<file path="config.mk">
export PLATFORM = sky130hd
export DESIGN_NAME = rssa_alu
export DESIGN_NICKNAME = d
export VERILOG_FILES = /design/src/core/rssa_pkg.sv /design/src/core/rssa_alu.sv
export VERILOG_INCLUDE_DIRS = /design/src /design/src/core
export SDC_FILE = /design/constraint.sdc
export NUM_CORES = 1
export LEC_CHECK = 0
export BUFFER_PORTS_ARGS = -buffer_cell sky130_fd_sc_hd__buf_2
export CAP_MARGIN = 20
export CORE_ASPECT_RATIO = 0.6
export CORE_MARGIN = 2
export CORE_UTILIZATION = 57
export CTS_CLUSTER_DIAMETER = 60
export DETAILED_ROUTE_END_ITERATION = 16
export MAX_ROUTING_LAYER = met4
export PLACE_DENSITY = 0.93
export REMOVE_ABC_BUFFERS = 1
export SLEW_MARGIN = 10
export SYNTH_ARGS = -nofsm -noshare
export SYNTH_HDL_FRONTEND = slang
export SYNTH_SLANG_ARGS = --single-unit
</file>
<file path="constraint.sdc">
create_clock -name clk_i -period 4.8 [get_ports clk_i]
set_input_delay 0.24 -clock clk_i [delete_from_list [all_inputs] [get_ports clk_i]]
set_output_delay 0.24 -clock clk_i [all_outputs]
set_load 0.02 [all_outputs]
</file>
<file path="src/core/rssa_defs.svh">
// Register offsets, field positions, reset values and timing counts of the datapath block.
`ifndef RSSA_DEFS_SVH
`define RSSA_DEFS_SVH
`define RSSA_OFF_CTRL 8'h00
`define RSSA_OFF_MEM 8'h04
`define RSSA_OFF_ACC 8'h08
`define RSSA_OFF_IMM 8'h0C
`define RSSA_OFF_FLAGS 8'h10
`define RSSA_OFF_STAT 8'h14
`define RSSA_CTRL_OP_LSB 0
`define RSSA_CTRL_OP_MSB 4
`define RSSA_CTRL_BIT_LSB 5
`define RSSA_CTRL_BIT_MSB 7
`define RSSA_FL_C 0
`define RSSA_FL_HALF_CARRY 1
`define RSSA_FL_Z 2
`define RSSA_FL_SIGNED_RANGE 3
`define RSSA_ST_BUSY 0
`define RSSA_ST_SKIP 1
`define RSSA_ST_CYC_LSB 2
`define RSSA_ST_CYC_MSB 3
`define RSSA_RST_BYTE 8'h00
`define RSSA_RST_FLAGS 4'h0
`define RSSA_ALL_ONES 8'hFF
`define RSSA_CYC_RUN 2'h1
`define RSSA_CYC_SKIP 2'h2
`endif

</file>
<file path="src/core/rssa_pkg.sv">
// Types shared by the rotate, subtract and skip datapath block.
package rssa_pkg;
	// Status flags as one carrier, bit order matches the flag register.
	typedef struct packed {
		logic signed_range_flag;
		logic z;
		logic half_carry_flag;
		logic c;
	} rssa_flags_t;
	// Operation codes written into the control register.
	typedef enum logic [4:0] {
		op_rotate_left_through_cy = 5'h00,
		op_rotate_left_through_cy_to_accum = 5'h01,
		op_rotate_right_plain = 5'h02,
		op_rotate_right_to_accum = 5'h03,
		op_rotate_right_through_cy = 5'h04,
		op_rotate_right_through_cy_to_accum = 5'h05,
		op_minus_with_borrow = 5'h06,
		op_minus_with_borrow_to_mem = 5'h07,
		op_decrement_skip_zero = 5'h08,
		op_decrement_to_accum_skip_zero = 5'h09,
		op_increment_skip_zero = 5'h0A,
		op_increment_to_accum_skip_zero = 5'h0B,
		op_skip_bit_nonzero = 5'h0C,
		op_minus = 5'h0D,
		op_minus_to_mem = 5'h0E,
		op_minus_imm = 5'h0F,
		op_set_byte = 5'h10,
		op_set_bit = 5'h11,
		op_swap_nibbles = 5'h12
	} rssa_op_t;
	// One-hot execution states.
	typedef enum logic [2:0] {
		st_idle = 3'b001,
		st_exec = 3'b010,
		st_dummy = 3'b100
	} rssa_state_t;
endpackage

</file>
<file path="src/core/rssa_alu.sv">
// Rotate, subtract and skip datapath with its Wishbone register slave.
//
// Notes on behaviour
// - Rotate left through carry: bit7 to carry.
// - Accumulator variant: result to accumulator, memory kept.
// - Plain rotate right in memory, flags untouched.
// - Plain rotate right into accumulator, memory kept.
// - Rotate right through carry: bit0 to carry.
// - Accumulator variant: result to accumulator, memory kept.
// - Acc plus inverted byte plus carry, four flags.
// - Same borrow subtract, result back to memory.
// - Decrement memory, skip on zero, two cycles when skipping, else one.
// - Decrement into accumulator, skip on zero.
// - Byte set writes all ones, no flags.
// - Bit set touches only selected bit.
// - Increment memory, skip on zero, two cycles when skipping, else one.
// - Increment into accumulator, skip on zero.
// - Skip when selected memory bit nonzero.
// - Subtract memory byte, accumulator or memory destination.
// - Subtract immediate into accumulator, four flags.
// - Swap nibbles of memory byte, no flags.
//
// The register addresses and the Wishbone slave port are this design's own decisions.
`timescale 1ns/1ps
`include "rssa_defs.svh"

module rssa_alu
	import rssa_pkg::*;
#(
	parameter int DW = 8
) (
	// Clock and reset.
	input wire logic clk_i,
	input wire logic rst_i,
	// Wishbone classic slave.
	input wire logic wb_cyc_i,
	input wire logic wb_stb_i,
	input wire logic wb_we_i,
	input wire logic [7:0] wb_adr_i,
	input wire logic [3:0] wb_sel_i,
	input wire logic [31:0] wb_dat_i,
	output logic [31:0] wb_dat_o,
	output logic wb_ack_o,
	// Core side status.
	output logic skip_o,
	output rssa_flags_t flags_o
);

	// Operand and result storage.
	logic [DW-1:0] mem_r;
	logic [DW-1:0] acc_r;
	logic [DW-1:0] imm_r;
	rssa_flags_t flags_r;
	// Latched operation and bit index.
	rssa_op_t op_r;
	logic [2:0] bit_r;
	// Sequencer state.
	rssa_state_t state_r;
	// Result of the last operation: skip taken and cycles used.
	logic skipped_r;
	logic [1:0] cycles_r;
	// Bus handshake.
	logic ack_r;
	logic [31:0] rdat_r;
	logic skip_r;

	// Combinational results of the current operation.
	logic [DW-1:0] mem_nxt;
	logic [DW-1:0] acc_nxt;
	rssa_flags_t flags_nxt;
	logic skip_nxt;

	// Adder terms for the subtract family.
	logic [DW-1:0] sub_b;
	logic sub_cin;
	logic [DW:0] sum;
	logic [4:0] lo_sum;
	logic [DW-1:0] dec_v;
	logic [DW-1:0] inc_v;

	// Bus request decode.
	logic bus_req;
	logic bus_wr;
	logic ctrl_wr;
	logic idle;

	assign bus_req = wb_cyc_i && wb_stb_i && !ack_r;
	assign bus_wr = bus_req && wb_we_i && wb_sel_i[0];
	assign idle = (state_r == st_idle);
	// A new operation starts only from idle; a busy start is dropped.
	assign ctrl_wr = bus_wr && idle && (wb_adr_i == `RSSA_OFF_CTRL);

	// Ports come straight from flip-flops.
	assign wb_ack_o = ack_r;
	assign wb_dat_o = rdat_r;
	assign skip_o = skip_r;
	assign flags_o = flags_r;

	// Second operand and carry in: memory or immediate, with or without borrow.
	always_comb begin
		if (op_r == op_minus_imm) begin
			sub_b = ~imm_r;
		end else begin
			sub_b = ~mem_r;
		end
		if (op_r == op_minus_with_borrow || op_r == op_minus_with_borrow_to_mem) begin
			sub_cin = flags_r.c;
		end else begin
			sub_cin = 1'b1;
		end
	end

	// Subtract as an add of the inverted operand; half carry from the low nibble.
	assign sum = {1'b0, acc_r} + {1'b0, sub_b} + {{DW{1'b0}}, sub_cin};
	assign lo_sum = {1'b0, acc_r[3:0]} + {1'b0, sub_b[3:0]} + {4'h0, sub_cin};
	assign dec_v = mem_r - {{(DW-1){1'b0}}, 1'b1};
	assign inc_v = mem_r + {{(DW-1){1'b0}}, 1'b1};

	// Operation decode: each case gives the new memory, accumulator, flags and skip.
	always_comb begin
		mem_nxt = mem_r;
		acc_nxt = acc_r;
		flags_nxt = flags_r;
		skip_nxt = 1'b0;
		case (op_r)
			op_rotate_left_through_cy: begin
				mem_nxt = {mem_r[DW-2:0], flags_r.c};
				flags_nxt.c = mem_r[DW-1];
			end
			op_rotate_left_through_cy_to_accum: begin
				acc_nxt = {mem_r[DW-2:0], flags_r.c};
				flags_nxt.c = mem_r[DW-1];
			end
			op_rotate_right_plain: begin
				mem_nxt = {mem_r[0], mem_r[DW-1:1]};
			end
			op_rotate_right_to_accum: begin
				acc_nxt = {mem_r[0], mem_r[DW-1:1]};
			end
			op_rotate_right_through_cy: begin
				mem_nxt = {flags_r.c, mem_r[DW-1:1]};
				flags_nxt.c = mem_r[0];
			end
			op_rotate_right_through_cy_to_accum: begin
				acc_nxt = {flags_r.c, mem_r[DW-1:1]};
				flags_nxt.c = mem_r[0];
			end
			op_minus_with_borrow, op_minus, op_minus_imm,
			op_minus_with_borrow_to_mem, op_minus_to_mem: begin
				// Overflow when both addends agree in sign and the sum does not.
				flags_nxt.signed_range_flag = (acc_r[DW-1] == sub_b[DW-1]) && (sum[DW-1] != acc_r[DW-1]);
				flags_nxt.z = (sum[DW-1:0] == '0);
				flags_nxt.half_carry_flag = lo_sum[4];
				flags_nxt.c = sum[DW];
				if (op_r == op_minus_with_borrow_to_mem || op_r == op_minus_to_mem) begin
					mem_nxt = sum[DW-1:0];
				end else begin
					acc_nxt = sum[DW-1:0];
				end
			end
			op_decrement_skip_zero: begin
				mem_nxt = dec_v;
				skip_nxt = (dec_v == '0);
			end
			op_decrement_to_accum_skip_zero: begin
				acc_nxt = dec_v;
				skip_nxt = (dec_v == '0);
			end
			op_increment_skip_zero: begin
				mem_nxt = inc_v;
				skip_nxt = (inc_v == '0);
			end
			op_increment_to_accum_skip_zero: begin
				acc_nxt = inc_v;
				skip_nxt = (inc_v == '0);
			end
			op_skip_bit_nonzero: begin
				skip_nxt = mem_r[bit_r];
			end
			op_set_byte: begin
				mem_nxt = `RSSA_ALL_ONES;
			end
			op_set_bit: begin
				mem_nxt[bit_r] = 1'b1;
			end
			op_swap_nibbles: begin
				mem_nxt = {mem_r[3:0], mem_r[7:4]};
			end
			default: begin
				// Unknown codes run one cycle and change nothing.
				skip_nxt = 1'b0;
			end
		endcase
	end

	// Sequencer: one execute cycle, plus a dummy cycle when the next fetch is dropped.
	always_ff @(posedge clk_i) begin
		if (rst_i) begin
			state_r <= st_idle;
		end else begin
			case (state_r)
				st_idle: begin
					if (ctrl_wr) begin
						state_r <= st_exec;
					end
				end
				st_exec: begin
					// Zero increment or decrement result, or a set tested bit, discards the prefetch.
					if (skip_nxt) begin
						state_r <= st_dummy;
					end else begin
						state_r <= st_idle;
					end
				end
				st_dummy: begin
					state_r <= st_idle;
				end
				default: begin
					state_r <= st_idle;
				end
			endcase
		end
	end

	// Control register: latch operation code and bit index on start.
	always_ff @(posedge clk_i) begin
		if (rst_i) begin
			op_r <= op_rotate_left_through_cy;
			bit_r <= 3'h0;
		end else if (ctrl_wr) begin
			op_r <= rssa_op_t'(wb_dat_i[`RSSA_CTRL_OP_MSB:`RSSA_CTRL_OP_LSB]);
			bit_r <= wb_dat_i[`RSSA_CTRL_BIT_MSB:`RSSA_CTRL_BIT_LSB];
		end
	end

	// Memory operand: software load while idle, result write in execute.
	always_ff @(posedge clk_i) begin
		if (rst_i) begin
			mem_r <= `RSSA_RST_BYTE;
		end else if (state_r == st_exec) begin
			mem_r <= mem_nxt;
		end else if (bus_wr && idle && wb_adr_i == `RSSA_OFF_MEM) begin
			mem_r <= wb_dat_i[DW-1:0];
		end
	end

	// Accumulator: software load while idle, result write in execute.
	always_ff @(posedge clk_i) begin
		if (rst_i) begin
			acc_r <= `RSSA_RST_BYTE;
		end else if (state_r == st_exec) begin
			acc_r <= acc_nxt;
		end else if (bus_wr && idle && wb_adr_i == `RSSA_OFF_ACC) begin
			acc_r <= wb_dat_i[DW-1:0];
		end
	end

	// Immediate operand, written by software only.
	always_ff @(posedge clk_i) begin
		if (rst_i) begin
			imm_r <= `RSSA_RST_BYTE;
		end else if (bus_wr && idle && wb_adr_i == `RSSA_OFF_IMM) begin
			imm_r <= wb_dat_i[DW-1:0];
		end
	end

	// Flags: result update in execute, otherwise software may preload them.
	always_ff @(posedge clk_i) begin
		if (rst_i) begin
			flags_r <= `RSSA_RST_FLAGS;
		end else if (state_r == st_exec) begin
			flags_r <= flags_nxt;
		end else if (bus_wr && idle && wb_adr_i == `RSSA_OFF_FLAGS) begin
			flags_r <= wb_dat_i[`RSSA_FL_SIGNED_RANGE:`RSSA_FL_C];
		end
	end

	// Skip indication: high for the dummy cycle that replaces the dropped fetch.
	always_ff @(posedge clk_i) begin
		if (rst_i) begin
			skip_r <= 1'b0;
		end else begin
			skip_r <= (state_r == st_exec) && skip_nxt;
		end
	end

	// Record of the last operation for the status register.
	always_ff @(posedge clk_i) begin
		if (rst_i) begin
			skipped_r <= 1'b0;
			cycles_r <= 2'h0;
		end else if (state_r == st_exec) begin
			skipped_r <= skip_nxt;
			cycles_r <= skip_nxt ? `RSSA_CYC_SKIP : `RSSA_CYC_RUN;
		end
	end

	// Bus acknowledge: one cycle after the request, dropped the cycle after.
	always_ff @(posedge clk_i) begin
		if (rst_i) begin
			ack_r <= 1'b0;
		end else begin
			ack_r <= bus_req;
		end
	end

	// Read data: registered with the acknowledge; unmapped offsets read zero.
	always_ff @(posedge clk_i) begin
		if (rst_i) begin
			rdat_r <= 32'h0000_0000;
		end else if (bus_req) begin
			rdat_r <= 32'h0000_0000;
			case (wb_adr_i)
				`RSSA_OFF_CTRL: begin
					rdat_r[`RSSA_CTRL_BIT_MSB:0] <= {bit_r, op_r};
				end
				`RSSA_OFF_MEM: begin
					rdat_r[DW-1:0] <= mem_r;
				end
				`RSSA_OFF_ACC: begin
					rdat_r[DW-1:0] <= acc_r;
				end
				`RSSA_OFF_IMM: begin
					rdat_r[DW-1:0] <= imm_r;
				end
				`RSSA_OFF_FLAGS: begin
					rdat_r[`RSSA_FL_SIGNED_RANGE:`RSSA_FL_C] <= flags_r;
				end
				`RSSA_OFF_STAT: begin
					rdat_r[`RSSA_ST_CYC_MSB:0] <= {cycles_r, skipped_r, !idle};
				end
				default: begin
					rdat_r <= 32'h0000_0000;
				end
			endcase
		end
	end

	// Previous-cycle copies, read only by the checks below.
	logic [DW-1:0] pm_r;
	logic [DW-1:0] pa_r;
	rssa_flags_t pf_r;
	always_ff @(posedge clk_i) begin
		pm_r <= mem_r;
		pa_r <= acc_r;
		pf_r <= flags_r;
	end
endmodule

</file>
# After elaboration in Yosys (flattened, before gate mapping)
# Index checks and enable logic that the tools add are counted.
# classes
addsub,6
order_cmp,2
eq_ne,34
n_mux,25
bitwise_logic,3
n_reduce_logical,34
# op_table
operator,n
case mux 8 bit (9 select lines),1
2-to-1 mux 8 bit,7
case mux 8 bit (6 select lines),1
equality test 5 x 4 -> 1 bit (second input constant),8
logical NOT 8 bit,4
case mux 4 bit (6 select lines),1
equality test 5 x 3 -> 1 bit (second input constant),4
equality test 8 x 4 -> 1 bit (second input constant),2
equality test 8 x 5 -> 1 bit (second input constant),2
inverter 8 bit,2
case mux 4 bit (4 select lines),1
equality test 5 bit (second input constant),3
logical AND 1 bit,13
equality test 5 x 2 -> 1 bit (second input constant),2
!= test 10 x 1 -> 1 bit (second input constant),1
adder 8 x 8 -> 9 bit,1
adder 9 x 1 -> 9 bit,1
2-to-1 mux 3 bit,3
adder 8 x 1 -> 8 bit (second input constant),1
equality test 8 x 3 -> 1 bit (second input constant),1
2-to-1 mux 4 bit,2
OR 8 bit,1
OR reduction 2 bit,4
subtractor 8 x 1 -> 8 bit (second input constant),1
27 further kinds,37
# word_totals
regBits,52
inputBits,49

# Logic depth before layout (Yosys ltp)
# logic_depth
word_depth,8
ltp_mapped,15
ltp_nobuf,11

# Worst setup path after synthesis
# No wires, ideal clock.
# synth_timing
path_type,flip-flop to flip-flop
from,reg op_r[2]
to,"reg flags_r, in the netlist flags_o[2]"
setup_ns,0.074
arrival_ns,3.962
path_slack_ns,0.763
stages_incl_launch_ff,16
path_buffers,4
synth_period_minus_slack_ns,4.037
path_cell_list,dfxtp_1 -> buf_2 -> clkbuf_1 -> clkbuf_1 -> nand2_1 -> or3_1 -> clkbuf_1 -> mux2i_1 -> fa_1 -> fa_1 -> a21o_1 -> a21oi_1 -> xnor2_1 -> or4_1 -> a2111o_1 -> o21ai_0
# synth_via
elab_chain_len,7
# synth_rtl
item,line_no,rtl
from (decl),rssa_alu.sv:55,rssa_op_t op_r;
from (signal assigned),rssa_alu.sv:228,op_r <= op_rotate_left_through_cy;
from (signal assigned),rssa_alu.sv:231,op_r <= rssa_op_t'(wb_dat_i[`RSSA_CTRL_OP_MSB:`RSSA_CTRL_OP_LSB]);
equality test 5 x 4 -> 1 bit or equality test 5 x 3 -> 1 bit (tied branches),"rssa_alu.sv:101, rssa_alu.sv:125, rssa_alu.sv:106",
2-to-1 mux 8 bit or logical OR 1 bit (tied branches),"rssa_alu.sv:101, rssa_alu.sv:106",
adder 8 x 8 -> 9 bit or 2-to-1 mux 1 bit (tied branches),"rssa_alu.sv:114, rssa_alu.sv:106",
adder 9 x 1 -> 9 bit,rssa_alu.sv:114,"assign sum = {1'b0, acc_r} + {1'b0, sub_b} + {{DW{1'b0}}, sub_cin};"
logical NOT 8 bit,rssa_alu.sv:152,flags_nxt.z = (sum[DW-1:0] == '0);
2-to-1 mux 3 bit,rssa_alu.sv:125,case (op_r)
2-to-1 mux 4 bit,rssa_alu.sv:271,end else if (state_r == st_exec) begin
to (signal assigned),rssa_alu.sv:270,flags_r <= `RSSA_RST_FLAGS;
to (signal assigned),rssa_alu.sv:272,flags_r <= flags_nxt;
to (signal assigned),rssa_alu.sv:274,flags_r <= wb_dat_i[`RSSA_FL_SIGNED_RANGE:`RSSA_FL_C];
to (decl),rssa_alu.sv:53,rssa_flags_t flags_r;
# Parallel ways exist; a longest one is shown, timed or not. The select of a mux whose other input is x is not followed.
# A chain may end at the register's enable or synchronous reset.

# Worst setup path after layout
# layout_timing
from,reg op_r[3]
to,"reg flags_r, in the netlist flags_o[2]"
# Same word-level chain as after synthesis.

==> metrics.yaml <==
drtIter0Drc: 798
yosysSeqAreaShare_pct: 21.9
netlist_top_cells_area: "dfxtp_1 (22%), mux2i_1 (6.2%), nor2_1 (4.7%)"
fin_tns_setup_ns: 0
drive_gt1_share_pct: 13.6
ys.flop_type: "dfxtp_1"
hold_viol_final: 0
avgSynthCellArea_um2: 7.72
rsz0062_at_grt: "no"
drtAntennaViolNets: 0
synth_top_area_share_pct: 21.9
power-per-cell-area_mw_per_mm2: 185
min_path_type: "input pin to flip-flop"
cts_tree: "done"
crit_arrival_ns: 4.11
dr.pass1.iters: 5
power.leakage_nw: 1.92
worst_pin_slew_ns: 1.12
final_area_mm2: 0.00494
worstPathRequired_ns: 5.03
pwr-share-comb_pct: 7.9
p_seq_share_pct: 46.5
top_layer_used: "met4"
grt_antenna_before_repair: 0
syn-instance-count: 605
routed-wl-met2_mm: 6.87
grt_pass1_vias: 4523
synth_compound_area_share_pct: 27.0
ctsLongestPathBuffers: 2
hp-start: "wb_dat_i[1]"
crit_path_start_kind: "flip-flop"
r2r_slack_ns: 0.91
cts_inserted_buffers: 5
vias: 5048
grt_overflow: 0
period_share_pct: 81.0
wl_met1_mm: 7.12
synth_cell_type_count: 72
synthArstFlopShare_pct: 0
grt_max_degree: 47
wl_met3_mm: 2.73
placed_cell_area_mm2: 0.00477
std_cell_rows: 25
ioPinCount: 87
intPower_w: 0.000689
yosys_warnings: 0
fillers: 710
start_util_pct: 59.0
n_antenna_cell: 0
r2r-start: "op_r[3]"
min_to: "op_r[1]"
finalWorstSetupSlack_ns: 0.914
clock_sinks: 51
synth_xor_area_share_pct: 3.75
yosysTopAreaCell: "dfxtp_1"
p_clk_share_pct: 45.5
syn_area_mm2: 0.00467
fp.dieH_um: 74.1
drv_cap: 0
cts.clk_slew.worst_paths_ns: 0.07
finalWeightedCongestion: 1.02
drv_slew: 0
drcViolationCount: 0
areaGrowthSynthToFinish_pct: 5.84
clockRootBuffer: "clkbuf_16"
synth_mux_area_share_pct: 9.84
fp.dieArea_mm2: 0.00895
setup_viol: 0
via_per_inst: 7.08
outcome: "finished clean"
track_usage_pct: 39.2
grt_pass1_wl_mm: 25.7
maxSlewHeadroom_pct: 25.4
post_cts_buffers: 0
crit_fanout: 11
synth-edff-count: 0
layout_common_cells: "nor2_1 (58), dfxtp_1 (51), nand2_1 (48), a21oi_1 (35), buf_2 (35)"
switchingPower_w: 0.000227
synthAdderAreaFrac_pct: 3.54
final_common_cell: "nor2_1"
insertion_delay_ns: 0.30
switching_share_pct: 24.8
hpwlAfterDp_mm: 12.3
path_class: "flip-flop to flip-flop"
r2r-end: "flags_o[2]"
drt-total-wl_mm: 17.0
fin_nets: 665
rr_worst_depth: 11
ctsHoldBuffers: 0
h-tree-depth: 2
cts-resized-gates: 0
ys_ff_latch: 51
die_x_um: 121
post-place-ws_ns: 1.00
synth-simple-area-share_pct: 24.3
finClkSkew_ns: 0.0116
wl_per_cell_um: 23.9
fmax_ghz: 0.257
hold_depth: 3
synth_top_family_by_area: "compound AO/OA/AOI/OAI gates"
coreArea_mm2: 0.00791
cp-end-kind: "flip-flop"
period_minus_slack_ns: 3.89
portBuffers: 35
ir_drop_v: 0.000151
[through the flow]
step / power (W) / utilization (%) / hold slack, ns / instances
2_1_floorplan: 0.000472 / - / 0.309 / 548
3_3_place_gp: 0.000504 / 60.3 / 0.441 / 705
3_5_place_dp: 0.000506 / 60.3 / 0.453 / 705
4_1_cts: 0.000912 / 62.4 / 0.221 / 713
5_1_grt: 0.000937 / 62.4 / 0.261 / 713
6_report: 0.000916 / 62.4 / 0.213 / 713
[per-layer routing]
metal	global-route usage [%]	vias to the layer above
met2	54.7	395
met4	6.33	0
met1	55.6	2385
met3	13.0	44
li1	-	2224
met5	-	-
[worst max path at each step]
| stage | from | to | slack (ns) | cells after the start |
|---|---|---|---|---|
| finish | op_r[3] | flags_o[2] | 0.91 | 11 |
| global route | op_r[3] | flags_o[2] | 0.77 | 11 |
| CTS | op_r[3] | flags_o[2] | 0.98 | 11 |
| detailed placement | op_r[3] | flags_o[2] | 1.00 | 11 |
| global placement | op_r[3] | flags_o[2] | 1.04 | 11 |
| floorplan | op_r[3] | flags_o[2] | 0.93 | 11 |
[layout make-up]
cell class / instances / area [µm²] / area share (%)
well taps: 108 / 135 / 2.73
flip-flops and latches: 51 / 1020 / 20.7
multi-input cells: 485 / 3290 / 66.6
repair buffers: 49 / 280 / 5.67
clock inverters: 3 / 43.8 / 0.886
clock buffers: 5 / 125 / 2.53
inverters: 12 / 45.0 / 0.912
[kinds of logic (layout without fill, tap and decap cells)]
kind of cell,count (synthesis),after routing
DFF,51,51
adders and majority gates,12,12
other,1,24
xor gates and xnor gates,20,20
AOI/OAI and AO/OA,175,175
muxes,38,38
and+or+nand+nor,216,216
buffers and inverters,92,69
[flip-flops by register name (all words and copies together), names as in the netlist]
name       cells
op_r           5
acc_r          8
mem_r          8
imm_r          8
wb_ack_o       1
cycles_r       1
bit_r          3
skipped_r      1
skip_o         1
wb_dat_o       8
state_r        3
flags_o        4
[worst max-delay path: stages (launching register included)]
cell and delay, ns:
dfxtp_1 0.33, inv_1 0.19, or3_1 0.69, mux2i_1 0.22, fa_1 0.46, fa_1 0.43, a21o_1 0.25, a21oi_1 0.26
xnor2_1 0.15, or4_1 0.45, a2111o_1 0.31, o21ai_0 0.07
[Yosys cell counts (4+ instances only)]
library cell	instances
o2bb2ai_1	4
and3_1	8
o22ai_1	5
o211ai_1	6
mux2i_1	29
o2111ai_1	4
or3_1	5
a21oi_1	35
buf_2	7
mux4_2	6
a21o_1	6
nor2_1	58
o31ai_1	9
buf_4	25
nand2b_1	6
clkbuf_1	45
a221oi_1	8
nor3_1	20
xnor2_1	15
a211oi_1	8
or4_1	5
o221ai_1	8
xor2_1	5
ha_1	10
nand4_1	6
nor4_1	4
o21ai_0	26
inv_1	12
dfxtp_1	51
nand3_1	14
o22a_1	4
and3b_1	4
nand3b_1	7
nor2b_1	8
nand2_1	48
a31oi_1	13
nand4b_1	5
[power groups by stage]
stage	clock [W]	combinational [W]	sequential (W)
after floorplan	0	0.0000332	0.000439
after global placement	0	0.0000679	0.000436
after detailed placement	0	0.0000695	0.000436
after CTS	0.000416	0.0000700	0.000426
after global routing	0.000434	0.0000764	0.000427
final	0.000417	0.0000726	0.000426
No activity file was read; power rests on OpenSTA's default activity.
